**src/pbr_pkg.sv**
```systemverilog
// package for the supervisor and step-down converter control register bank
// assumes byte-wide registers reached by 8-bit byte address from a serial host front end
package pbr_pkg;
  // register byte addresses
  localparam logic [7:0] ADDR_SUPERVISOR = 8'h00;
  localparam logic [7:0] ADDR_SPARE_STORAGE_BITS = 8'h01;
  localparam logic [7:0] ADDR_B1_VPRI = 8'h20;
  localparam logic [7:0] ADDR_B1_VSEC = 8'h21;
  localparam logic [7:0] ADDR_B1_CTRL = 8'h22;
  localparam logic [7:0] ADDR_B2_VPRI = 8'h30;
  localparam logic [7:0] ADDR_B2_VSEC = 8'h31;
  // supervisor register field positions
  localparam int SUP_TRST_BIT = 7;
  localparam int SUP_RESP_BIT = 6;
  localparam int SUP_UNMASK_BIT = 5;
  localparam int SUP_STAT_BIT = 4;
  // converter control register field positions
  localparam int CTL_ON_BIT = 7;
  localparam int CTL_PHASE_BIT = 6;
  localparam int CTL_MODE_BIT = 5;
  localparam int CTL_DLY_HI = 4;
  localparam int CTL_DLY_LO = 2;
  localparam int CTL_FLT_BIT = 1;
  localparam int CTL_OK_BIT = 0;
  // values after reset
  localparam logic [7:0] RST_SUPERVISOR = 8'h00;
  localparam logic [3:0] RST_SPARE_STORAGE_BITS = 4'h0;
  localparam logic [5:0] RST_B1_VOLT = 6'h39;
  localparam logic [5:0] RST_B2_VOLT = 6'h1a;
  localparam logic [7:0] RST_CTRL = 8'h00;
  // reset output time-outs
  localparam longint CLK_HZ = 125_000_000;
  localparam longint TRST_SHORT_MS = 65;
  localparam longint TRST_LONG_MS = 260;
  localparam longint TRST_SHORT_CYC = TRST_SHORT_MS * CLK_HZ / 1000;
  localparam longint TRST_LONG_CYC = TRST_LONG_MS * CLK_HZ / 1000;
endpackage : pbr_pkg

```
**src/pbr_regs.sv**
```systemverilog
// supervisor, spare_storage_bits and step-down converter control register bank
// assumes a serial host front end that hands over byte writes and read strobes,
// analog status levels synchronous to clock, and rst driven by supply undervoltage
`timescale 1ns/1ns

module pbr_regs (
  // clock and undervoltage reset
  input wire logic clock,
  input wire logic rst,
  // host byte access
  input wire logic wr_en,
  input wire logic rd_en,
  input wire logic [7:0] addr,
  input wire logic [7:0] wdata,
  output logic [7:0] rdata,
  output logic rvalid,
  // analog status inputs
  input wire logic supply_below_threshold,
  input wire logic b1_fault,
  input wire logic b1_power_good,
  input wire logic b2_fault,
  input wire logic b2_power_good,
  input wire logic voltage_set_selector_pin,
  input wire logic reset_request,
  // controls to the analog blocks
  output logic [3:0] supply_detect_threshold,
  output logic low_supply_irq,
  output logic system_shutdown,
  output logic reset_output_pin_n,
  output logic [5:0] b1_voltage_code,
  output logic b1_enable,
  output logic b1_phase_shift,
  output logic b1_forced_pwm,
  output logic [2:0] b1_turn_on_delay,
  output logic b1_fault_irq,
  output logic [5:0] b2_voltage_code
);
  localparam int TW = 25;

  // stored fields
  logic trst_r, trst_nxt;
  logic resp_r, resp_nxt;
  logic unmask_r, unmask_nxt;
  logic [3:0] thr_r, thr_nxt;
  logic [3:0] spare_storage_bits_r, spare_storage_bits_nxt;
  logic [5:0] b1_pri_r, b1_pri_nxt;
  logic [5:0] b1_sec_r, b1_sec_nxt;
  logic [5:0] b2_pri_r, b2_pri_nxt;
  logic [5:0] b2_sec_r, b2_sec_nxt;
  logic [7:1] b1_ctl_r, b1_ctl_nxt;
  // output flops
  logic [7:0] rdata_r, rdata_nxt;
  logic rvalid_r, rvalid_nxt;
  logic irq_r, irq_nxt;
  logic shdn_r, shdn_nxt;
  logic [5:0] b1_v_r, b1_v_nxt;
  logic [5:0] b2_v_r, b2_v_nxt;
  logic flt_r, flt_nxt;
  logic rsto_r, rsto_nxt;
  logic rel;
  logic [TW-1:0] tmo;

  // voltage registers store six bits; the reserved top pair reads back as zero
  function automatic logic [7:0] volt_readback(input logic [5:0] code);
    volt_readback = {2'h0, code};
  endfunction : volt_readback

  // the selector pin picks one of the two stored codes of a converter
  function automatic logic [5:0] pick_set(input logic sel, input logic [5:0] pri,
    input logic [5:0] sec);
    pick_set = sel ? sec : pri;
  endfunction : pick_set

  // a write lands only on an exact byte address; unmapped writes are dropped
  function automatic logic wr_hit(input logic en, input logic [7:0] a,
    input logic [7:0] target);
    wr_hit = en && (a == target);
  endfunction : wr_hit

  // supervisor group: time-out, response, unmask and threshold share one byte
  always_comb begin
    trst_nxt = trst_r;
    resp_nxt = resp_r;
    unmask_nxt = unmask_r;
    thr_nxt = thr_r;
    if (wr_hit(wr_en, addr, pbr_pkg::ADDR_SUPERVISOR)) begin
      trst_nxt = wdata[pbr_pkg::SUP_TRST_BIT];
      resp_nxt = wdata[pbr_pkg::SUP_RESP_BIT];
      unmask_nxt = wdata[pbr_pkg::SUP_UNMASK_BIT];
      thr_nxt = wdata[3:0];
    end
  end

  // supervisor registers; bit 4 is live status, so no flop stands behind it
  always_ff @(posedge clock or posedge rst) begin
    if (rst) begin
      trst_r <= pbr_pkg::RST_SUPERVISOR[pbr_pkg::SUP_TRST_BIT];
      resp_r <= pbr_pkg::RST_SUPERVISOR[pbr_pkg::SUP_RESP_BIT];
      unmask_r <= pbr_pkg::RST_SUPERVISOR[pbr_pkg::SUP_UNMASK_BIT]; // masked by default
      thr_r <= pbr_pkg::RST_SUPERVISOR[3:0];
    end else begin
      trst_r <= trst_nxt;
      resp_r <= resp_nxt;
      unmask_r <= unmask_nxt;
      thr_r <= thr_nxt;
    end
  end

  // spare_storage_bits group: only the low nibble is stored, the upper nibble reads zero
  always_comb begin
    spare_storage_bits_nxt = spare_storage_bits_r;
    if (wr_hit(wr_en, addr, pbr_pkg::ADDR_SPARE_STORAGE_BITS)) begin
      spare_storage_bits_nxt = wdata[3:0];
    end
  end

  // spare_storage_bits register; volatile, so every undervoltage wipes it
  always_ff @(posedge clock or posedge rst) begin
    if (rst) begin
      spare_storage_bits_r <= pbr_pkg::RST_SPARE_STORAGE_BITS;
    end else begin
      spare_storage_bits_r <= spare_storage_bits_nxt;
    end
  end

  // voltage code group for both converters; the top two bits are never stored
  always_comb begin
    b1_pri_nxt = b1_pri_r;
    b1_sec_nxt = b1_sec_r;
    b2_pri_nxt = b2_pri_r;
    b2_sec_nxt = b2_sec_r;
    if (wr_hit(wr_en, addr, pbr_pkg::ADDR_B1_VPRI)) begin
      b1_pri_nxt = wdata[5:0];
    end
    if (wr_hit(wr_en, addr, pbr_pkg::ADDR_B1_VSEC)) begin
      b1_sec_nxt = wdata[5:0];
    end
    if (wr_hit(wr_en, addr, pbr_pkg::ADDR_B2_VPRI)) begin
      b2_pri_nxt = wdata[5:0];
    end
    if (wr_hit(wr_en, addr, pbr_pkg::ADDR_B2_VSEC)) begin
      b2_sec_nxt = wdata[5:0];
    end
  end

  // voltage code registers; both sets of a converter start at the same default
  always_ff @(posedge clock or posedge rst) begin
    if (rst) begin
      b1_pri_r <= pbr_pkg::RST_B1_VOLT;
      b1_sec_r <= pbr_pkg::RST_B1_VOLT;
      b2_pri_r <= pbr_pkg::RST_B2_VOLT;
      b2_sec_r <= pbr_pkg::RST_B2_VOLT;
    end else begin
      b1_pri_r <= b1_pri_nxt;
      b1_sec_r <= b1_sec_nxt;
      b2_pri_r <= b2_pri_nxt;
      b2_sec_r <= b2_sec_nxt;
    end
  end

  // converter control group; bit 0 is live power-good and is not stored
  always_comb begin
    b1_ctl_nxt = b1_ctl_r;
    if (wr_hit(wr_en, addr, pbr_pkg::ADDR_B1_CTRL)) begin
      b1_ctl_nxt = wdata[7:1];
    end
  end

  // converter control register; off and in phase after undervoltage
  always_ff @(posedge clock or posedge rst) begin
    if (rst) begin
      b1_ctl_r <= pbr_pkg::RST_CTRL[7:1];
    end else begin
      b1_ctl_r <= b1_ctl_nxt;
    end
  end

  // time-out selection; the counter restarts on every reset request
  assign tmo = trst_r ? TW'(pbr_pkg::TRST_SHORT_CYC) : TW'(pbr_pkg::TRST_LONG_CYC);

  pbr_rst_timer #(
    .W(TW)
  ) u_timer (
    .clock(clock),
    .rst(rst),
    .hold(reset_request),
    .limit(tmo),
    .released(rel)
  );

  // read answer group: rdata holds until the next strobe, so a late host still
  // sees the byte it asked for; reserved and unmapped bits read zero
  always_comb begin
    rdata_nxt = rdata_r;
    rvalid_nxt = rd_en; // exactly one cycle after the strobe
    if (rd_en) begin
      unique case (addr)
        pbr_pkg::ADDR_SUPERVISOR: begin
          rdata_nxt = {trst_r, resp_r, unmask_r, supply_below_threshold, thr_r};
        end
        pbr_pkg::ADDR_SPARE_STORAGE_BITS: rdata_nxt = {4'h0, spare_storage_bits_r};
        pbr_pkg::ADDR_B1_VPRI: rdata_nxt = volt_readback(b1_pri_r);
        pbr_pkg::ADDR_B1_VSEC: rdata_nxt = volt_readback(b1_sec_r);
        pbr_pkg::ADDR_B1_CTRL: rdata_nxt = {b1_ctl_r, b1_power_good};
        pbr_pkg::ADDR_B2_VPRI: rdata_nxt = volt_readback(b2_pri_r);
        pbr_pkg::ADDR_B2_VSEC: rdata_nxt = volt_readback(b2_sec_r);
        default: rdata_nxt = 8'h00;
      endcase
    end
  end

  // read answer registers
  always_ff @(posedge clock or posedge rst) begin
    if (rst) begin
      rdata_r <= 8'h00;
      rvalid_r <= 1'b0;
    end else begin
      rdata_r <= rdata_nxt;
      rvalid_r <= rvalid_nxt;
    end
  end

  // low supply group: both responses are levels that follow the detector, so the
  // host clears the cause, not a flag
  always_comb begin
    irq_nxt = supply_below_threshold && resp_r && unmask_r;
    shdn_nxt = supply_below_threshold && !resp_r;
  end

  // low supply registers; cleared so no false shutdown follows power-up
  always_ff @(posedge clock or posedge rst) begin
    if (rst) begin
      irq_r <= 1'b0;
      shdn_r <= 1'b0;
    end else begin
      irq_r <= irq_nxt;
      shdn_r <= shdn_nxt;
    end
  end

  // converter group: the selector pin is taken as synchronous, so one flop stage
  // is enough; an asynchronous pin would need a synchroniser in front
  always_comb begin
    b1_v_nxt = pick_set(voltage_set_selector_pin, b1_pri_r, b1_sec_r);
    b2_v_nxt = pick_set(voltage_set_selector_pin, b2_pri_r, b2_sec_r);
    flt_nxt = b1_fault && b1_ctl_r[pbr_pkg::CTL_FLT_BIT];
  end

  // converter output registers; codes start at the stored defaults
  always_ff @(posedge clock or posedge rst) begin
    if (rst) begin
      b1_v_r <= pbr_pkg::RST_B1_VOLT;
      b2_v_r <= pbr_pkg::RST_B2_VOLT;
      flt_r <= 1'b0;
    end else begin
      b1_v_r <= b1_v_nxt;
      b2_v_r <= b2_v_nxt;
      flt_r <= flt_nxt;
    end
  end

  // reset output group: the pin stays low until the timer has run out
  always_comb begin
    rsto_nxt = rel;
  end

  // reset output register; low during undervoltage so the host is held in reset
  always_ff @(posedge clock or posedge rst) begin
    if (rst) begin
      rsto_r <= 1'b0;
    end else begin
      rsto_r <= rsto_nxt;
    end
  end

  // outputs; control bits come straight from their stored flops
  assign rdata = rdata_r;
  assign rvalid = rvalid_r;
  assign supply_detect_threshold = thr_r;
  assign low_supply_irq = irq_r;
  assign system_shutdown = shdn_r;
  assign reset_output_pin_n = rsto_r;
  assign b1_voltage_code = b1_v_r;
  assign b1_enable = b1_ctl_r[pbr_pkg::CTL_ON_BIT];
  assign b1_phase_shift = b1_ctl_r[pbr_pkg::CTL_PHASE_BIT];
  assign b1_forced_pwm = b1_ctl_r[pbr_pkg::CTL_MODE_BIT];
  assign b1_turn_on_delay = b1_ctl_r[pbr_pkg::CTL_DLY_HI:pbr_pkg::CTL_DLY_LO];
  assign b1_fault_irq = flt_r;
  assign b2_voltage_code = b2_v_r;
endmodule : pbr_regs

```
**src/pbr_rst_timer.sv**
```systemverilog
// reset output time-out counter for the supervisor register bank
// assumes one clock; counts restart whenever the hold request is high
`timescale 1ns/1ns
module pbr_rst_timer #(
  parameter int W = 25
) (
  // clock and reset
  input wire logic clock,
  input wire logic rst,
  // control
  input wire logic hold,
  input wire logic [W-1:0] limit,
  // status
  output logic released
);
  logic [W-1:0] cnt_r, cnt_nxt;
  logic rel_r, rel_nxt;

  // count up while not held; release once the limit is reached
  always_comb begin
    cnt_nxt = cnt_r;
    rel_nxt = rel_r;
    if (hold) begin
      cnt_nxt = '0;
      rel_nxt = 1'b0;
    end else if (!rel_r) begin
      if (cnt_r + W'(1) >= limit) begin
        rel_nxt = 1'b1;
      end else begin
        cnt_nxt = cnt_r + W'(1);
      end
    end
  end

  // register stage
  always_ff @(posedge clock or posedge rst) begin
    if (rst) begin
      cnt_r <= '0;
      rel_r <= 1'b0;
    end else begin
      cnt_r <= cnt_nxt;
      rel_r <= rel_nxt;
    end
  end

  assign released = rel_r;
endmodule : pbr_rst_timer

```
**config.mk**
```make
export PLATFORM = sky130hd
export DESIGN_NAME = pbr_regs
export DESIGN_NICKNAME = d
export VERILOG_FILES = /design/src/pbr_pkg.sv /design/src/pbr_regs.sv /design/src/pbr_rst_timer.sv
export SDC_FILE = /design/constraint.sdc
export NUM_CORES = 1
export LEC_CHECK = 0
export ABC_AREA = 0
export BUFFER_PORTS_ARGS = -buffer_cell sky130_fd_sc_hd__buf_2
export CORE_ASPECT_RATIO = 1.4
export CORE_MARGIN = 5
export CORE_UTILIZATION = 51
export DETAILED_ROUTE_END_ITERATION = 8
export PLACE_DENSITY = 0.81
export SYNTH_ARGS = -nofsm -noshare
export SYNTH_HDL_FRONTEND = slang
export SYNTH_SLANG_ARGS = --single-unit
```
**constraint.sdc**
```tcl
create_clock -name clock -period 5.7 [get_ports clock]
set_input_delay 1.14 -clock clock [delete_from_list [all_inputs] [get_ports clock]]
set_output_delay 1.14 -clock clock [all_outputs]
set_load 0.02 [all_outputs]
```
### Word level (Yosys, flattened, before mapping)

Index checks and enable logic that the tools add are counted.

| cells by class | value |
|---|---|
| add/sub/neg operators | 1 |
| $lt $le $gt $ge | 1 |
| equality and inequality tests | 8 |
| mux-type cells | 10 |
| reduce and logical (&&, ||, !) cells | 14 |

Operators with widths:

| operator | count |
|---|---|
| $mux 25 | 4 |
| $pmux 8 s7 | 1 |
| $eq 8x6->1 const B | 5 |
| $add 25x1->25 const B | 1 |
| $ge 25x25->1 | 1 |
| $mux 6 | 2 |
| $logic_and 1x1->1 | 11 |
| $eq 8x1->1 const B | 1 |
| $logic_not 8->1 | 1 |
| $ne 2x2->1 const B | 2 |
| $mux 1 | 3 |
| $reduce_and 2->1 | 1 |
| $logic_not 1->1 | 1 |

| storage, ports and cells | value |
|---|---|
| bits in registers | 93 |
| bits of input ports | 27 |
| output and inout port bits | 35 |
| logic and storage cells | 54 |

### Longest topological paths before layout

Gate-level depths: netlist of the first run.

| logic depth | value |
|---|---|
| word-level depth | 5 |
| depth in mapped cells | 17 |

### Cells and area by module

From an unflattened synthesis of the first run, not the netlist that was laid out.

| second synthesis, totals | value |
|---|---|
| cell total of the unflattened synthesis | 512 |
| area, all modules | 5,466.5 um^2 |

Modules (own cells, without submodules):

| module | times used | cells each | area an instance (um^2) |
|---|---|---|---|
| pbr_regs | 1 | 233 | 3,045.4 |
| pbr_rst_timer | 1 | 279 | 2,421.1 |

### Worst setup path before layout of the first run

Ideal clock, no wire load.

| timing path | value |
|---|---|
| path kind | flip-flop to flip-flop |
| start point | register u_timer.cnt_r[0] |
| end point | register u_timer.cnt_r[7] |
| arrival | 3,118 ps |
| setup slack | 2,503 ps |
| cell stages (with the launch flop) | 14 |
| buffers on the path | 2 |
| cell sequence | dfrtp_1 ha_1 nand3_1 nor2_1 nand3_4 nor2_1 nand2_1 xnor2_1 ha_1 a211o_1 clkbuf_1 buf_2 or4b_1 a21oi_1 |

| on the way | value |
|---|---|
| cells in the longest elaborated chain, start to end | 4 |
| elaborated cells between the ends (all ways) | 7 |

Ends and longest elaborated chain:

| item | line | text |
|---|---|---|
| start, declared | pbr_rst_timer.sv:16 | `logic [W-1:0] cnt_r, cnt_nxt;` |
| start signal, assigned | pbr_rst_timer.sv:41 | `cnt_r <= cnt_nxt;` |
| $add 25x1->25 (*) | pbr_rst_timer.sv:27, pbr_rst_timer.sv:30 |  |
| $ge 25x25->1 or $mux 25 (tied branches) | pbr_rst_timer.sv:27 | `if (cnt_r + W'(1) >= limit) begin` |
| $ne 2x2->1 (no line) or $mux 25 (tied branches) | -- |  |
| $reduce_and 2->1 (no line) or $mux 25 (tied branches) | -- |  |

Mark *: on every way between the ends. The rest lies on a longest branch, timed or not. The select of a mux whose other input is x is not followed.
A chain may end at the register's enable or synchronous reset.

### Final worst setup path of the first run

| timing path | value |
|---|---|
| start point | register u_timer.cnt_r[0] |
| end point | register u_timer.cnt_r[2] |

Same word-level chain as after synthesis.

==> results of run 1 <==
[stage by stage]
step	hold WS [ns]	area, um2	utilization	setup slack (ns)
2_1_floorplan	0.3547	4930	-	2.174
3_3_place_gp	0.3747	5215	0.5513	2.111
3_5_place_dp	0.3762	5215	0.5513	2.019
4_1_cts	0.3913	5492	0.5806	2.007
5_1_grt	0.4095	5492	0.5806	1.683
6_report	0.3847	5492	0.5806	1.988
[cells in the final DEF, fill, tap and decap left out, types with 3 or more instances in the layout]
| cell | n |
|---|---|
| mux2i_1 | 7 |
| and3_1 | 3 |
| mux2_4 | 3 |
| and2_1 | 3 |
| clkinv_4 | 3 |
| xnor2_1 | 15 |
| o31ai_1 | 19 |
| mux2_2 | 54 |
| a31oi_1 | 7 |
| o21ai_1 | 3 |
| inv_1 | 8 |
| ha_1 | 12 |
| dfstp_2 | 21 |
| nand2_1 | 24 |
| nor2_1 | 27 |
| nor2b_1 | 3 |
| buf_2 | 59 |
| o21ai_0 | 4 |
| or4_1 | 19 |
| a22oi_1 | 8 |
| buf_4 | 4 |
| a21oi_1 | 22 |
| clkbuf_16 | 9 |
| nor3_1 | 7 |
| nand3b_1 | 3 |
| a221oi_1 | 6 |
| nand4_1 | 4 |
| dfrtp_1 | 72 |
| a21oi_2 | 4 |
| nand3_1 | 14 |
[power by group]
part           total, W  internal (W)  leakage [nW]  switching, W
Combinational  0.000107     0.0000407          1.17     0.0000664
Clock          0.000557      0.000299         0.133      0.000258
Sequential     0.000709      0.000691          1.20     0.0000183
Total           0.00137       0.00103          2.50      0.000343
[routing by layer]
layer,GRT usage,part of all wire,vias up
met5,0,0,-
met2,0.3411,0.53,112
met4,0.09664,0.039,0
met3,0.04028,0.048,31
li1,-,-,1716
met1,0.2241,0.39,1833
[worst max-delay path, stage by stage, from the launching register on]
cell and delay (ns):
dfrtp_1 0.47, ha_1 0.26, nand3_1 0.16, nor2_1 0.37, nand3_4 0.15, nor2_1 0.24, nand2_1 0.15, xnor2_1 0.15
ha_1 0.30, a211o_1 0.31, buf_4 0.26, or2_2 0.33, or3_1 0.31, a21oi_1 0.14
[final timing paths]
kind	depth (start not counted)	end	from
worst max-delay path	13	u_timer.cnt_r[2]	u_timer.cnt_r[0]
worst min-delay path	0	reset_output_pin_n	u_timer.released
worst max register to register	13	u_timer.cnt_r[2]	u_timer.cnt_r[0]
worst min register to register	0	reset_output_pin_n	u_timer.released
max in group asynchronous	3	u_timer.cnt_r[7]	rst
min in group asynchronous	2	u_timer.released	rst
[flip-flops by register name, indices dropped and copies added (netlist names), 4 cells and up]
register,count
b1_voltage_code,6
b2_pri_r,6
u_timer.cnt_r,25
b2_sec_r,6
supply_detect_threshold,4
rdata,8
b1_sec_r,6
b1_ctl_r,7
spare_storage_bits_r,4
b1_pri_r,6
b2_voltage_code,6
[final cells by class]
| type | count | share of cell area |
|---|---|---|
| multi-input cells | 307 | 0.4304 |
| flip-flops and latches | 93 | 0.4286 |
| repair buffers | 63 | 0.05924 |
| clock buffers | 10 | 0.04170 |
| well taps | 110 | 0.02506 |
| clock inverters | 6 | 0.008658 |
| inverters | 9 | 0.006380 |
[logic make-up after synthesis]
group	Yosys count	synth area share
XOR/XNOR	17	0.03020
AO/OA/AOI/OAI	85	0.1180
multiplexers	64	0.1467
adder cells (fa/ha/maj)	12	0.03046
AND/OR/NAND/NOR	129	0.1541
flip-flops	93	0.4774
buffers and inverters	36	0.04315
==> impl_results.md, run 1 <==
* Status: finished clean
* Num CTS Buffers at 9
* Netlist Area Pre-Place at 0.004930 mm2
* Avg Cell Area, Syn at about 11 um2
* Area leader, netlist: dfrtp_1
* PwrDens at between 200 and 300 mW/mm2
* Count of pins over their slew limit at 0
* # setup viols final at 0
* Max cap viols at 0
* Synth warn at 0
* Hold Vio Cnt, Final at 0
* PortBufs at 59
* Finished Layout Cells at 598
* Final total power at about 0.0014 W
* Critical path type: reg2reg
* Vias in the first global route at between 3000 and 4000
* Vias per Instance at 6.174
* Die area at 0.01176 mm2
* First-pass GRT wire length at ~18000 um
* Post-layout nets at between 500 and 600
* Crit end category: flop
* Synth Flop Type: dfrtp_1
* H-tree level count at 3
* Die Y at 126.3 um
* Worst-Margin Slew at 0.6948 ns
* Clock Pin Slew Worst Setup and Hold Paths at 0.07 ns
* Post-CTS Repair Setup Buffers at 0
* Gr usage total at 0.1950
* RSZ-0062 raised after global routing: no
* Hold/Removal Path Class: reg2reg
* Initial antenna violation count at 0
* Synth cell count leaders: 72 x dfrtp_1, 54 x mux2_2, 27 x nor2_1
* Synth Net Count at 475
* DR pass1 iterations at 4
* HPWL Detailed at slightly below 8000 um
* Ranking of synthesized cells by area: dfrtp_1 37%, mux2_2 12%, dfstp_2 11%, ha_1 3.0%, o31ai_1 2.9%
* Fin Setup TNS at 0 ns
* Clock sinks at 93
* Root Buffer: clkbuf_16
* Setup crit start kind: flop
* Core area at 0.009459 mm2
* WL final at 10910 um
* Wire per inst at approximately 18 um
* Max Clock Skew at 0.007507 ns
* Skew-Pair Late Insertion Delay at 0.34 ns
* Post-Syn Instances at between 400 and 500
* Yosys top cell area share at 0.3655
* CTS resizes at 0
* GRT overflow at 0
* Die width at approximately 93 um
* Max_slew headroom at 0.5368
* Num rows at 42
* Clock Path Buffers at 2
* Fmax at 269.4 MHz
* P_leak at 2.505 nW
* Initial Util at 0.5212
* Fillers at roughly 800
* # IOs at 62
* Layout cells sized above 1 at 0.3484
* DRC viols at 0
* GPL Wtd Cong at 0.8705
* Post-route antenna net violation count at 0
* CTS tree: done
* Period Utilization, post-route at 0.6513
* Required time worst endpoint at 5.96 ns
* Number of distinct library cells after synthesis at 61
* VDD IR max at 0.1382 mV
* Hold-fix buffers, CTS at 0
* CP Max Fanout at 46
* Area Growth Syn to Fin at 11.40%
* EDFF count, synth at 0
* Most frequent cell after synthesis: dfrtp_1
* Largest net degree at the start of global routing at 58
* R2R setup slack at 1.99 ns
* Register Area at 0.002354 mm2
* Area of the multi-input gates at 0.002364 mm2
* Inst Count DP at about 580
* Vias at 3692
* Critical Path AT at 3.97 ns
* Number of antenna diodes at 0
* Flops & latches, synth at 93
* Min cycle time layout at 3.712 ns
* Seq/Total Area, Yosys at 0.4774
* DRT iter0 DRCs at 117
* FFs w/ async S/R, synth at 1.000
Note: power is estimated with default switching activity, not from simulation.
==> inputs of run 2 (changes only) <==
--- a/config.mk
+++ b/config.mk
@@ -5,13 +5,13 @@
 export SDC_FILE = /design/constraint.sdc
 export NUM_CORES = 1
 export LEC_CHECK = 0
-export ABC_AREA = 0
+export ABC_AREA = 1
 export BUFFER_PORTS_ARGS = -buffer_cell sky130_fd_sc_hd__buf_2
 export CORE_ASPECT_RATIO = 1.4
 export CORE_MARGIN = 5
 export CORE_UTILIZATION = 51
 export DETAILED_ROUTE_END_ITERATION = 8
-export PLACE_DENSITY = 0.81
+export PLACE_DENSITY = 0.8
 export SYNTH_ARGS = -nofsm -noshare
 export SYNTH_HDL_FRONTEND = slang
 export SYNTH_SLANG_ARGS = --single-unit
==> constraint.sdc (replaced) <==
create_clock -name clock -period 3.9 [get_ports clock]
set_input_delay 0.78 -clock clock [delete_from_list [all_inputs] [get_ports clock]]
set_output_delay 0.78 -clock clock [all_outputs]
set_load 0.02 [all_outputs]
==> run 2 against run 1 <==
Against the previous run: worst hold slack better by 0.017 ns; combinational power up 38%; first-iteration DRC count up 70%; global-route usage up 3.1 points; cell area up 4.2%; area after synthesis up 1.8%; utilization up 1.8 points; critical path type unchanged; synthesized cell count up 47%; sequential share of layout area down 1.7 points; cell count up 39%.
==> impl_results.md, run 2 <==
* Status: finished clean
* Worst-Margin Slew at approximately 0.8 ns
* Wire per inst at 15.45 um
* Area of the multi-input gates at 0.002221 mm2
* CTS resizes at 0
* Root Buffer: clkbuf_16
* Post-layout nets at approximately 740
* Most frequent cells in the layout: 172 x nand2_1, 81 x inv_1, 72 x dfrtp_1
* HPWL Detailed at ~9600 um
* Cell mode on critical path: nand2_1
* # setup viols final at 0
* Post-route antenna net violation count at 0
* Initial antenna violation count at 0
* WL final at 12870 um
* Critical path type: reg2reg
* First-pass GRT wire length at 21320 um
* Max cap viols at 0
* Crit end category: flop
* Largest register FFs at 25
* Hold Path Depth at 0
* Largest net degree at the start of global routing at 51
* Place WS at 0.4894 ns
* H-tree level count at 3
* DRC viols at 0
* Worst path depth at 22
* EDFF count, synth at 0
* Gr usage total at 0.2261
* Vias at 4507
* Count of pins over their slew limit at 0
* Worst r2r path cells at 22
* Num rows at 42
* Post-CTS Repair Setup Buffers at 0
* Yosys top cell area share at 0.3590
* Ranking of synthesized cells by area: dfrtp_1 36%, nand2_1 13%, dfstp_2 11%, inv_1 6.1%, o21ai_0 5.8%
* VDD IR max at 0.2892 mV
* Hold/Removal Path Class: reg2reg
* P_leak at 2.855 nW
* GPL Wtd Cong at around 0.9
* Initial Util at 0.5247
* GRT overflow at 0
* Vias per Instance at approximately 5.4
* Commonest non-fill, non-tap cell in the layout: nand2_1
* Hold-fix buffers, CTS at 0
* Period Utilization, post-route at 0.8867
* Clock Pin Slew Worst Setup and Hold Paths at 0.07 ns
* Largest Register: u_timer.cnt_r
* Clock Path Buffers at 2
* Register Area at 0.002354 mm2
* Avg Cell Area, Syn at between 7 and 8 um2
* Critical Path AT at 3.75 ns
* Most frequent cell after synthesis: nand2_1
* Number of antenna diodes at 0
* CTS tree: done
* # IOs at 62
* Finished Layout Cells at about 830
* Fillers at between 800 and 900
* Die width at between 90 and 100 um
* Flops & latches, synth at just over 90
* Inst Count DP at 817
* Fmax at 289.2 MHz
* Core area at about 0.0096 mm2
* Layout cells sized above 1 at 0.1740
* Vias in the first global route at between 4000 and 5000
* Fin Setup TNS at 0 ns
* Synth cell count leaders: 172 x nand2_1, 82 x inv_1, 72 x dfrtp_1
* Netlist Area Pre-Place at 0.005019 mm2
* Clock sinks at 93
* Critical path's largest stage delay at roughly 0.42 ns
* Worst-path cell chain: ha_1, nand2_1, nor2_1, nand2_1, clkinv_1, nand2_1, inv_1, nand3_1, nor2_1, xor2_1, ha_1, and3_1, nand3_1, nor2_1, nand4_1, nor2_1, nand3_1, nand2_1, inv_2, nand2_4, nand3_1, nand2_1
* Synth Flop Type: dfrtp_1
* CP max stage cell: dfrtp_1
* Post-Syn Instances at 643
* Min cycle time layout at 3.458 ns
* Hold Vio Cnt, Final at 0
* Top cell family by delay on the critical path: simple AND/OR/NAND/NOR gates
* Seq/Total Area, Yosys at 0.4690
* Max_slew headroom at 0.4672
* Die area at ~0.012 mm2
* DRT iter0 DRCs at slightly below 200
* Final total power at 0.002124 W
* PwrDens at ~370 mW/mm2
* Required time worst endpoint at 4.19 ns
* Max Clock Skew at 0.006955 ns
* WP buf/inv at 3
* PortBufs at 59
* Setup crit start kind: flop
* Hold slack at around 0.40 ns
* Die Y at 127.4 um
* Area leader, netlist: dfrtp_1
* Num CTS Buffers at 9
* Synth warn at 0
* RSZ-0062 raised after global routing: no
* FFs w/ async S/R, synth at 1.000
* Number of distinct library cells after synthesis at 38
* Skew-Pair Late Insertion Delay at 0.35 ns
* Area Growth Syn to Fin at 14.04%
* DR pass1 iterations at 5
* CP Max Fanout at 25
* Worst setup margin at 0.4420 ns
* Synth Net Count at 682
==> run 2: final timing paths <==
kind	startpoint	end	slack [ns]
setup / recovery	u_timer.cnt_r[1]	u_timer.cnt_r[11]	0.44
hold / removal	u_timer.released	reset_output_pin_n	0.40
setup reg to reg	u_timer.cnt_r[1]	u_timer.cnt_r[11]	0.44
hold reg to reg	u_timer.released	reset_output_pin_n	0.40
max in group asynchronous	rst	b2_voltage_code[3]	2.46
min in group asynchronous	rst	b1_ctl_r[3]	0.54
==> run 2: area by class of cell <==
cell class | instances | area share
clock inverters | 5 | 0.01443
repair buffers | 65 | 0.05947
well taps | 132 | 0.02886
multi-input cells | 440 | 0.3881
inverters | 87 | 0.05728
flip-flops and latches | 93 | 0.4112
clock buffers | 11 | 0.04066
==> run 2: power breakdown <==
part,switching (W),internal (W)
combinational,0.000103,0.0000454
clock,0.000379,0.000566
sequential,0.0000238,0.00101
total,0.000505,0.00162
==> run 2: logic make-up (layout without fill, tap and decap cells) <==
| group | Yosys count | after routing | synth area share |
|---|---|---|---|
| AOI/OAI and AO/OA | 87 | 87 | 0.09773 |
| xor gates and xnor gates | 9 | 9 | 0.01571 |
| adders and majority gates | 12 | 12 | 0.02992 |
| buffers and inverters | 110 | 168 | 0.08851 |
| DFF | 93 | 93 | 0.4690 |
| muxes | 2 | 2 | 0.004487 |
| and+or+nand+nor | 330 | 330 | 0.2947 |
==> run 2: metrics by stage <==
step	cell area, um2	utilization
after floorplan	5019	-
after global placement	5408	0.5654
after detailed placement	5408	0.5654
after CTS	5723	0.5984
after global routing	5723	0.5984
final	5723	0.5984
==> run 2: routing by layer <==
metal | vias to the layer above | track usage | wire length, um
li1 | 2201 | - | -
met1 | 2151 | 0.2514 | 4905
met2 | 120 | 0.4120 | 7002
met3 | 35 | 0.04706 | 542
met4 | 0 | 0.09439 | 415
met5 | - | 0 | 0
==> inputs of run 3 (changes only) <==
--- a/config.mk
+++ b/config.mk
@@ -9,9 +9,9 @@
 export BUFFER_PORTS_ARGS = -buffer_cell sky130_fd_sc_hd__buf_2
 export CORE_ASPECT_RATIO = 1.4
 export CORE_MARGIN = 5
-export CORE_UTILIZATION = 51
+export CORE_UTILIZATION = 55
 export DETAILED_ROUTE_END_ITERATION = 8
-export PLACE_DENSITY = 0.8
+export PLACE_DENSITY = 0.85
 export SYNTH_ARGS = -nofsm -noshare
 export SYNTH_HDL_FRONTEND = slang
 export SYNTH_SLANG_ARGS = --single-unit
==> run 3 against run 2 <==
Against the previous run: maximum frequency is 2.9% lower; first-iteration DRC count grew 57%; clock skew shrank 0.00097 ns; global-route usage is 1.8 points higher; critical path depth stayed put; clock power is 7.2% lower; critical path type unchanged.
==> impl_results.md, run 3 (synthesis gave the netlist of run 2 again) <==
* Placed inst area at 0.005361 mm2
* HPWL Detailed at 9527 um
* Die Y at 123.0 um
* Worst r2r path cells at 22
* Gr usage total at 0.2443
* Min cycle time layout at 3.560 ns
* R2R setup slack at approximately 0.34 ns
* Num CTS Buffers at 9
* Fillers at 777
* Hold/Removal Path Class: reg2reg
* Num rows at 41
* PortBufs at 59
* Critical Path AT at approximately 3.8 ns
* Post-layout nets at 733
* Max Clock Skew at approximately 0.006 ns
* Worst-path cell chain: ha_2, nand2_1, nor2_1, nand2_1, clkinv_1, nand2_1, inv_1, nand3_1, nor2_1, xor2_1, ha_1, and3_1, nand3_1, nor2_1, nand4_1, nor2_1, nand3_1, nand2_1, inv_4, buf_4, nand4_1, nand2_1
* Commonest non-fill, non-tap cell in the layout: nand2_1
* Worst R2R End: u_timer.cnt_r[6]
* Layout cells sized above 1 at 0.1745
* Largest net degree at the start of global routing at 42
* CP max stage cell: dfrtp_1
* Max cap viols at 0
* Required time worst endpoint at approximately 4.1 ns
* Critical path's largest stage delay at 0.43 ns
* Core area at 0.008977 mm2
* Vias in the first global route at 4717
* Finished Layout Cells at 806
* CTS tree: done
* Area Growth Syn to Fin at 12.91%
* Period Utilization, post-route at 0.9128
* Most frequent cells in the layout: 172 x nand2_1, 81 x inv_1, 72 x dfrtp_1
* Post-route antenna net violation count at 0
* Fmax at 280.9 MHz
* Vias per Instance at 5.717
* Hold Vio Cnt, Final at 0
* Worst-Margin Slew at ~1.1 ns
* CP Max Fanout at 14
* Cell mode on critical path: nand2_1
* GPL Wtd Cong at 0.9679
* Worst path depth at 22
* Hold Path Origin: u_timer.released
* Status: finished clean
* Largest register FFs at 25
* DRT iter0 DRCs at between 300 and 400
* Clock sinks at 93
* Initial Util at 0.5590
* Critical path type: reg2reg
* GRT overflow at 0
* Largest Register: u_timer.cnt_r
* DR pass1 iterations at 5
* Crit end category: flop
* Hold slack at 0.4136 ns
* Inst Count DP at 790
* Wire per inst at approximately 16 um
* Top cell family by delay on the critical path: simple AND/OR/NAND/NOR gates
* RSZ-0062 raised after global routing: no
* CTS resizes at 0
* Count of pins over their slew limit at 0
* Setup crit start kind: flop
* Initial antenna violation count at 0
* Die width at 90.73 um
* DRC viols at 0
* Max_slew headroom at 0.2651
* H-tree level count at 3
* Fin Setup TNS at 0 ns
* Root Buffer: clkbuf_16
* Die area at approximately 0.011 mm2
* WL final at roughly 13000 um
* First-pass GRT wire length at 21600 um
* P_leak at 2.837 nW
* # IOs at 62
* Origin of the critical flop-to-flop path: u_timer.cnt_r[0]
* # setup viols final at 0
* Clock Path Buffers at 2
* Post-CTS Repair Setup Buffers at 0
* Number of antenna diodes at 0
* VDD IR max at between 0.3 and 0.4 mV
* Clock Pin Slew Worst Setup and Hold Paths at about 0.070 ns
* WP buf/inv at 4
* Vias at about 4600
* Skew-Pair Late Insertion Delay at 0.35 ns
* Critical Path Source: u_timer.cnt_r[0]
* Hold-fix buffers, CTS at 0
* Finished Cell Area at between 0.005 and 0.006 mm2
* PwrDens at 363.2 mW/mm2
* End of the critical path: u_timer.cnt_r[6]
## run 3: worst min-delay path by stage
| stage | slack, ns | cells after the start | end |
|---|---|---|---|
| global route | 0.43 | 0 | reset_output_pin_n |
| finish | 0.41 | 0 | reset_output_pin_n |
| floorplan | 0.35 | 0 | reset_output_pin_n |
| global placement | 0.40 | 0 | reset_output_pin_n |
| detailed placement | 0.40 | 0 | reset_output_pin_n |
| CTS | 0.41 | 0 | reset_output_pin_n |
## run 3: cell type report
class                   instances  area [um2]  area share
clock buffers                  10       229.0     0.04041
repair buffers                 63       325.3     0.05741
clock inverters                 6       62.56     0.01104
flip-flops and latches         93        2354      0.4153
multi-input cells             440        2232      0.3939
inverters                      87       330.3     0.05829
well taps                     107       133.9     0.02363
## run 3: per-layer routing
layer / vias up / track usage / part of all wire
met2: 165 / 0.4532 / 0.54
li1: 2202 / - / -
met1: 2189 / 0.2575 / 0.36
met4: 0 / 0.1555 / 0.055
met3: 52 / 0.03469 / 0.048
met5: - / 0 / 0
## run 3: metrics by stage
| stage | util | total power [W] | setup slack, ns |
|---|---|---|---|
| 3_5_place_dp | 0.5972 | 0.001197 | 0.4172 |
| 6_report | 0.6312 | 0.002058 | 0.3402 |
| 5_1_grt | 0.6312 | 0.002138 | 0.04044 |
| 2_1_floorplan | - | 0.001138 | 0.7344 |
| 4_1_cts | 0.6297 | 0.002062 | 0.3304 |
| 3_3_place_gp | 0.5972 | 0.001190 | 0.4969 |
## run 3: where the power goes
| group | internal, W | switching [W] | total (W) | leakage, nW |
|---|---|---|---|---|
| clock | 0.000498 | 0.000379 | 0.000877 | 0.147 |
| combinational | 0.0000456 | 0.000105 | 0.000151 | 1.50 |
| sequential | 0.00101 | 0.0000238 | 0.00103 | 1.19 |
